===== src/rtl/phyreg_pkg.sv =====
package phyreg_pkg;

  // Register byte offsets
  localparam logic [7:0] OFS_STATUS     = 8'hb8;
  localparam logic [7:0] OFS_ID_HIGH    = 8'hbc;
  localparam logic [7:0] OFS_ID_LOW     = 8'hc0;
  localparam logic [7:0] OFS_ADVERTISE  = 8'hc4;
  localparam logic [7:0] OFS_PARTNER    = 8'hc8;

  // Status word field positions
  localparam int STS_FAST_FD     = 14;
  localparam int STS_FAST_HD     = 13;
  localparam int STS_TEN_FD      = 12;
  localparam int STS_TEN_HD      = 11;
  localparam int STS_NEG_DONE    = 5;
  localparam int STS_RFAULT      = 4;
  localparam int STS_NEG_CAPABLE = 3;
  localparam int STS_LINK        = 2;
  localparam int STS_JABBER      = 1;
  localparam int STS_EXTENDED    = 0;

  // Advertisement field positions
  localparam int ADV_NEXT_PAGE = 15;
  localparam int ADV_RFAULT    = 13;
  localparam int ADV_PAUSE     = 10;
  localparam int ADV_FOUR_PAIR = 9;
  localparam int ADV_FAST_FD   = 8;
  localparam int ADV_FAST_HD   = 7;
  localparam int ADV_TEN_FD    = 6;
  localparam int ADV_TEN_HD    = 5;

  // Writable advertisement bits and their reset value
  localparam logic [15:0] ADV_WRITE_MASK = 16'h25e0;
  localparam logic [15:0] ADV_RESET      = 16'h0060;
  localparam logic [4:0]  SELECTOR_VALUE = 5'h01;

  // Partner word: bits 15,14,13,10 and 9..0 are loaded
  localparam logic [15:0] LP_LOAD_MASK = 16'he7ff;

  // Identity defaults (arbitrary values)
  localparam logic [15:0] OUI_UPPER_DEFAULT = 16'h1234;
  localparam logic [5:0]  OUI_LOWER_DEFAULT = 6'h15;
  localparam logic [5:0]  MODEL_DEFAULT     = 6'h2a;
  localparam logic [3:0]  REV_DEFAULT       = 4'h3;

  typedef struct packed {
    logic [7:0]  addr;
    logic [15:0] wdata;
    logic        wr;
    logic        rd;
  } phyreg_req_t;

  typedef struct packed {
    logic neg_done;
    logic link_ok;
    logic remote_fault;
    logic jabber;
    logic ten_mode;
  } phyreg_phy_t;

endpackage


===== src/rtl/phyreg_bank.sv =====
// The strobed register port is this design's own decision.
`timescale 1ns/10ps
`default_nettype none

module phyreg_bank
  import phyreg_pkg::*;
#(
  parameter logic [15:0] OUI_UPPER = OUI_UPPER_DEFAULT,
  parameter logic [5:0]  OUI_LOWER = OUI_LOWER_DEFAULT,
  parameter logic [5:0]  MODEL     = MODEL_DEFAULT,
  parameter logic [3:0]  REVISION  = REV_DEFAULT
)
(
  input  wire logic              core_clk,
  input  wire logic              rst,
  input  wire phyreg_pkg::phyreg_req_t req,
  output var  logic [15:0]       rdata,
  input  wire phyreg_pkg::phyreg_phy_t phy_in,
  input  wire logic              page_valid,
  input  wire logic [15:0]       page_word,
  output var  logic [15:0]       advertisement_word
);
  import phyreg_pkg::*;

  ////////////////////////////////////////////////////////////////////////////
  // Pin-side status synchronisers
  phyreg_phy_t sync1;
  phyreg_phy_t sync2;
  logic        page_sync1;
  logic        page_sync2;
  logic        page_prev;
  logic [15:0] word_sync1;
  logic [15:0] word_sync2;

  always_ff @(posedge core_clk)
  begin
    if (rst)
    begin
      sync1      <= '0;
      sync2      <= '0;
      page_sync1 <= 1'b0;
      page_sync2 <= 1'b0;
      page_prev  <= 1'b0;
      word_sync1 <= 16'h0000;
      word_sync2 <= 16'h0000;
    end
    else
    begin
      sync1      <= phy_in;
      sync2      <= sync1;
      page_sync1 <= page_valid;
      page_sync2 <= page_sync1;
      page_prev  <= page_sync2;
      word_sync1 <= page_word;
      word_sync2 <= word_sync1;
    end
  end

  wire logic page_strobe = page_sync2 & ~page_prev;
  wire logic status_read = req.rd && (req.addr == OFS_STATUS);

  ////////////////////////////////////////////////////////////////////////////
  // Latching status flags; a new event wins over the read clear
  logic rfault_latch;
  logic link_latch;
  logic jabber_latch;

  always_ff @(posedge core_clk)
  begin
    if (rst)
    begin
      rfault_latch <= 1'b0;
      link_latch   <= 1'b0;
      jabber_latch <= 1'b0;
    end
    else
    begin
      if (sync2.remote_fault)
        rfault_latch <= 1'b1;
      else if (status_read)
        rfault_latch <= 1'b0;
      if (!sync2.link_ok)
        link_latch <= 1'b0;
      else if (status_read)
        link_latch <= 1'b1;
      if (sync2.jabber && sync2.ten_mode)
        jabber_latch <= 1'b1;
      else if (status_read)
        jabber_latch <= 1'b0;
    end
  end

  ////////////////////////////////////////////////////////////////////////////
  // Advertisement word
  logic [15:0] adv_store;

  always_ff @(posedge core_clk)
  begin
    if (rst)
      adv_store <= ADV_RESET;
    else if (req.wr && (req.addr == OFS_ADVERTISE))
      adv_store <= req.wdata & ADV_WRITE_MASK;
  end

  logic [15:0] adv_view;
  always_comb
  begin
    adv_view = adv_store;
    adv_view[ADV_NEXT_PAGE] = 1'b0;
    adv_view[ADV_FOUR_PAIR] = 1'b0;
    adv_view[4:0] = SELECTOR_VALUE;
  end

  always_ff @(posedge core_clk)
  begin
    if (rst)
      advertisement_word <= 16'h0000;
    else
      advertisement_word <= adv_view;
  end

  ////////////////////////////////////////////////////////////////////////////
  // Link partner ability, held between negotiations
  logic [15:0] partner;

  always_ff @(posedge core_clk)
  begin
    if (rst)
      partner <= 16'h0000;
    else if (page_strobe)
      partner <= word_sync2 & LP_LOAD_MASK;
  end

  ////////////////////////////////////////////////////////////////////////////
  // Status view and read mux
  logic [15:0] status_view;
  always_comb
  begin
    status_view = 16'h0000;
    status_view[STS_FAST_FD]     = 1'b1;
    status_view[STS_FAST_HD]     = 1'b1;
    status_view[STS_TEN_FD]      = 1'b1;
    status_view[STS_TEN_HD]      = 1'b1;
    status_view[STS_NEG_DONE]    = sync2.neg_done;
    status_view[STS_RFAULT]      = rfault_latch;
    status_view[STS_NEG_CAPABLE] = 1'b1;
    status_view[STS_LINK]        = link_latch;
    status_view[STS_JABBER]      = jabber_latch;
    status_view[STS_EXTENDED]    = 1'b1;
  end

  logic [15:0] next_rdata;
  always_comb
  begin
    next_rdata = 16'h0000;
    if (!req.rd)
      next_rdata = 16'h0000;
    else if (req.addr == OFS_STATUS)
      next_rdata = status_view;
    else if (req.addr == OFS_ID_HIGH)
      next_rdata = OUI_UPPER;
    else if (req.addr == OFS_ID_LOW)
      next_rdata = {OUI_LOWER, MODEL, REVISION};
    else if (req.addr == OFS_ADVERTISE)
      next_rdata = adv_view;
    else if (req.addr == OFS_PARTNER)
      next_rdata = partner;
  end

  always_ff @(posedge core_clk)
  begin
    if (rst)
      rdata <= 16'h0000;
    else
      rdata <= next_rdata;
  end

endmodule

`default_nettype wire


===== config.mk =====
export PLATFORM = sky130hd
export DESIGN_NAME = phyreg_bank
export DESIGN_NICKNAME = d
export VERILOG_FILES = /design/src/rtl/phyreg_pkg.sv /design/src/rtl/phyreg_bank.sv
export SDC_FILE = /design/constraint.sdc
export NUM_CORES = 1
export LEC_CHECK = 0
export BUFFER_PORTS_ARGS = -buffer_cell sky130_fd_sc_hd__clkbuf_2
export CORE_MARGIN = 2
export CORE_UTILIZATION = 40
export DETAILED_ROUTE_END_ITERATION = 12
export HOLD_SLACK_MARGIN = 0.03
export PLACE_DENSITY_LB_ADDON = 0.1
export SLEW_MARGIN = 10
export SYNTH_ARGS = -nofsm -noshare
export SYNTH_HDL_FRONTEND = slang
export SYNTH_SLANG_ARGS = --single-unit

===== constraint.sdc =====
create_clock -name core_clk -period 2.1 [get_ports core_clk]
set_input_delay 0.315 -clock core_clk [delete_from_list [all_inputs] [get_ports core_clk]]
set_output_delay 0.315 -clock core_clk [all_outputs]
set_load 0.05 [all_outputs]

==> summary.txt <==
Clock tree
  • Hold-fix buffers at CTS: 0
  • Buffer depth of the longest clock path: 2
  • Clock Sink Count: 87
  • Total CTS buffers: 9
  • Post-CTS setup buffers: 0
  • Clock tree from TritonCTS: yes
  • Post_cts resized: 0
  • Clock slew at reported path FFs: 80 ps
  • CTS Root Cell: clkbuf_8
  • Clock Latency Late Sink: 360 ps
  • CTS H-tree depth: 3

Synthesis
  • Synth Flop Type: dfxtp_1
  • Async SR Flop Fraction: 0%
  • Yosys top cell area share: 60.6%
  • Post-synth EDFFs: 0
  • Number of library cell types mapped by synthesis: 37
  • #FFs+latches synth: 87
  • Most numerous cell in the Yosys netlist: dfxtp_1
  • Post-Syn Area: 2880 µm²
  • Post-synth top area cell: dfxtp_1
  • Cells after synthesis: 283
  • Synth area leaders: dfxtp_1 61%, nor2b_1 10%, nand2_1 5.0%, a21oi_1 4.0%, buf_4 2.3%
  • Commonest cells post-synth: 87 x dfxtp_1, 48 x nor2b_1, 38 x nand2_1
  • Sequential share of the synthesized area: 60.6%
  • Warnings, synthesis: 0
  • Syn_area_per_cell: 10.2 µm²

Finish
  • NumNets Final: 391
  • Synthesis-to-finish area growth: 18.9%
  • FILL cells: 674
  • Core Util, Final: 49.8%
  • # diodes: 0
  • Share of layout cells above drive strength 1: 24.9%

Die
  • Die ar.: 7880 µm²
  • Row Count: 30
  • Core box area: 6870 µm²
  • Starting Density: 41.9%
  • Die H: 88.8 µm
  • # IOs: 82
  • DIE WIDTH: 88.8 µm

Place
  • Port buffer count: 60
  • Detailed placement HPWL: 3320 µm
  • GPL Wtd Cong: 0.737

Global routing
  • Total gr overflow: 0
  • Antenna violations before repair: 0
  • Vias in the first global route: 1658
  • First-pass GRT wire length: 7840 µm
  • GRT Total Usage: 13.4%
  • Largest net degree at the start of global routing: 62

Setup path
  • CP Launch Type: flop
  • Crit. End Element: output pin
  • Crit path buf inv count: 1
  • CP delay by family, top: flip-flops
  • Worst path slowest cell: dfxtp_1
  • Worst endpoint data arrival time: 940 ps
  • RR Startpoint: page_prev$_SDFF_PP0_
  • Worst-path fanout max: 1
  • Worst-path cell chain: clkbuf_2
  • Kind of critical path: flop to output pin
  • CP max stage delay: 320 ps
  • Worst EP required: 1780 ps
  • Crit path launch: rdata[8]$_SDFF_PP0_

Timing
  • Tcrit/Tclk final: 59.7%
  • Setup-failing EPs final: 0
  • Total negative setup slack: 0 ps
  • Highest clock rate: 798 MHz
  • Minimum clock period: 1250 ps
  • Clock Skew: 7.10 ps
  • Worst slew pin tran: 585 ps
  • Hold Fails Final Rpt: 0
  • Slew HR: 61.0%
  • Slew Limit Fails: 0
  • RSZ-0062 raised after global routing: no

Power and ir drop
  • Pwr dens: 913 nW/µm²
  • Maximum VDD drop: 408 µV
  • Total Power: 3.12 mW
  • P_leak: 1.44 nW

Drt
  • Starting DRT DRC Count: 56
  • Drt drc: 0
  • Final WL: 4860 µm
  • Vias/cell: 4.39
  • Via Count: 1941
  • Wire length per cell: 11.0 µm
  • Post-DRT Antenna Nets: 0
  • Detailed-router iteration count before antenna repair: 4

Min path
  • HP Class: input port to flop
  • Worst Min Path Start: phy_in[0]

Status
  • Status: finished, final reports clean

Flow run
  • Max-Cap Viols: 0
metal layers:
metal	vias up	global-route usage, %	share of wire [%]
li1	1020	-	-
met1	838	18.0	50
met2	73	19.0	41
met3	10	3.17	7.0
met4	0	9.09	2.3
met5	-	0	0
where the power goes:
group	leakage [nW]	switching, mW	internal [mW]	total [mW]
clock network	0.102	0.567	0.666	1.23
registers	0.711	0.0113	1.69	1.70
logic	0.628	0.123	0.0623	0.185
total	1.44	0.701	2.42	3.12
layout make-up:
cell class / instances / area [µm²] / area share, %
timing repair buffer: 62 / 315 / 9.22
multi-input combinational: 176 / 1010 / 29.5
clock buffer: 10 / 128 / 3.73
tap: 96 / 120 / 3.51
clock inverter: 6 / 85.1 / 2.49
inverter: 5 / 20.0 / 0.585
sequential: 87 / 1740 / 50.9
state kept, by name, indices dropped and copies added, names as in the netlist:
name and count:
link_latch 1, sync2 4, jabber_latch 1, advertisement_word 7, rdata 16, page_prev 1
partner 14, page_sync2 1, word_sync2 14, status_view 1, rfault_latch 1, word_sync1 14
sync1 5, page_sync1 1, adv_store 6
worst paths after layout:
check	end	slack [ps]	cells past startpoint
min	sync1[0]$_SDFF_PP0_	170	2
max	rdata[8]	850	1
min reg2reg	partner[9]$_SDFFE_PP0P_	440	2
max reg2reg	partner[2]$_SDFFE_PP0P_	1020	3
cells by family (layout without fill, tap and decap cells):
family          Yosys count  in the layout  share of synthesized area [%]
compound gates           42             42                           8.70
buf+inv                  28             83                           5.35
flops                    87             87                           60.6
mux                       4              4                           1.39
other cells               1              9                          0.130
simple gates            121            121                           23.8
stage by stage:
step	cells	cell area [µm²]	hold WS, ps	setup slack (ps)
final	442	3420	167	846
after global routing	442	3420	159	799
after CTS	442	3420	155	828
after detailed placement	426	3210	421	587
after global placement	426	3210	419	583
after floorplan	291	2910	413	844
cell usage in the layout, fill, tap and decap left out, types with 3 or more instances in the layout:
| cell | netlist | layout |
|---|---|---|
| o21ai_0 | 8 | 8 |
| nand4_1 | 3 | 3 |
| a21oi_1 | 23 | 23 |
| clkinv_2 | 1 | 3 |
| clkbuf_2 | 0 | 60 |
| mux2i_1 | 4 | 4 |
| clkbuf_8 | 0 | 9 |
| nor2b_1 | 48 | 48 |
| dfxtp_1 | 87 | 87 |
| a22oi_1 | 5 | 5 |
| nand3_1 | 4 | 4 |
| inv_1 | 4 | 4 |
| conb_1 | 1 | 9 |
| nand2_1 | 38 | 38 |
| nor2_1 | 10 | 10 |
| nor3_1 | 3 | 3 |
Note: power is estimated with default switching activity, not from simulation.
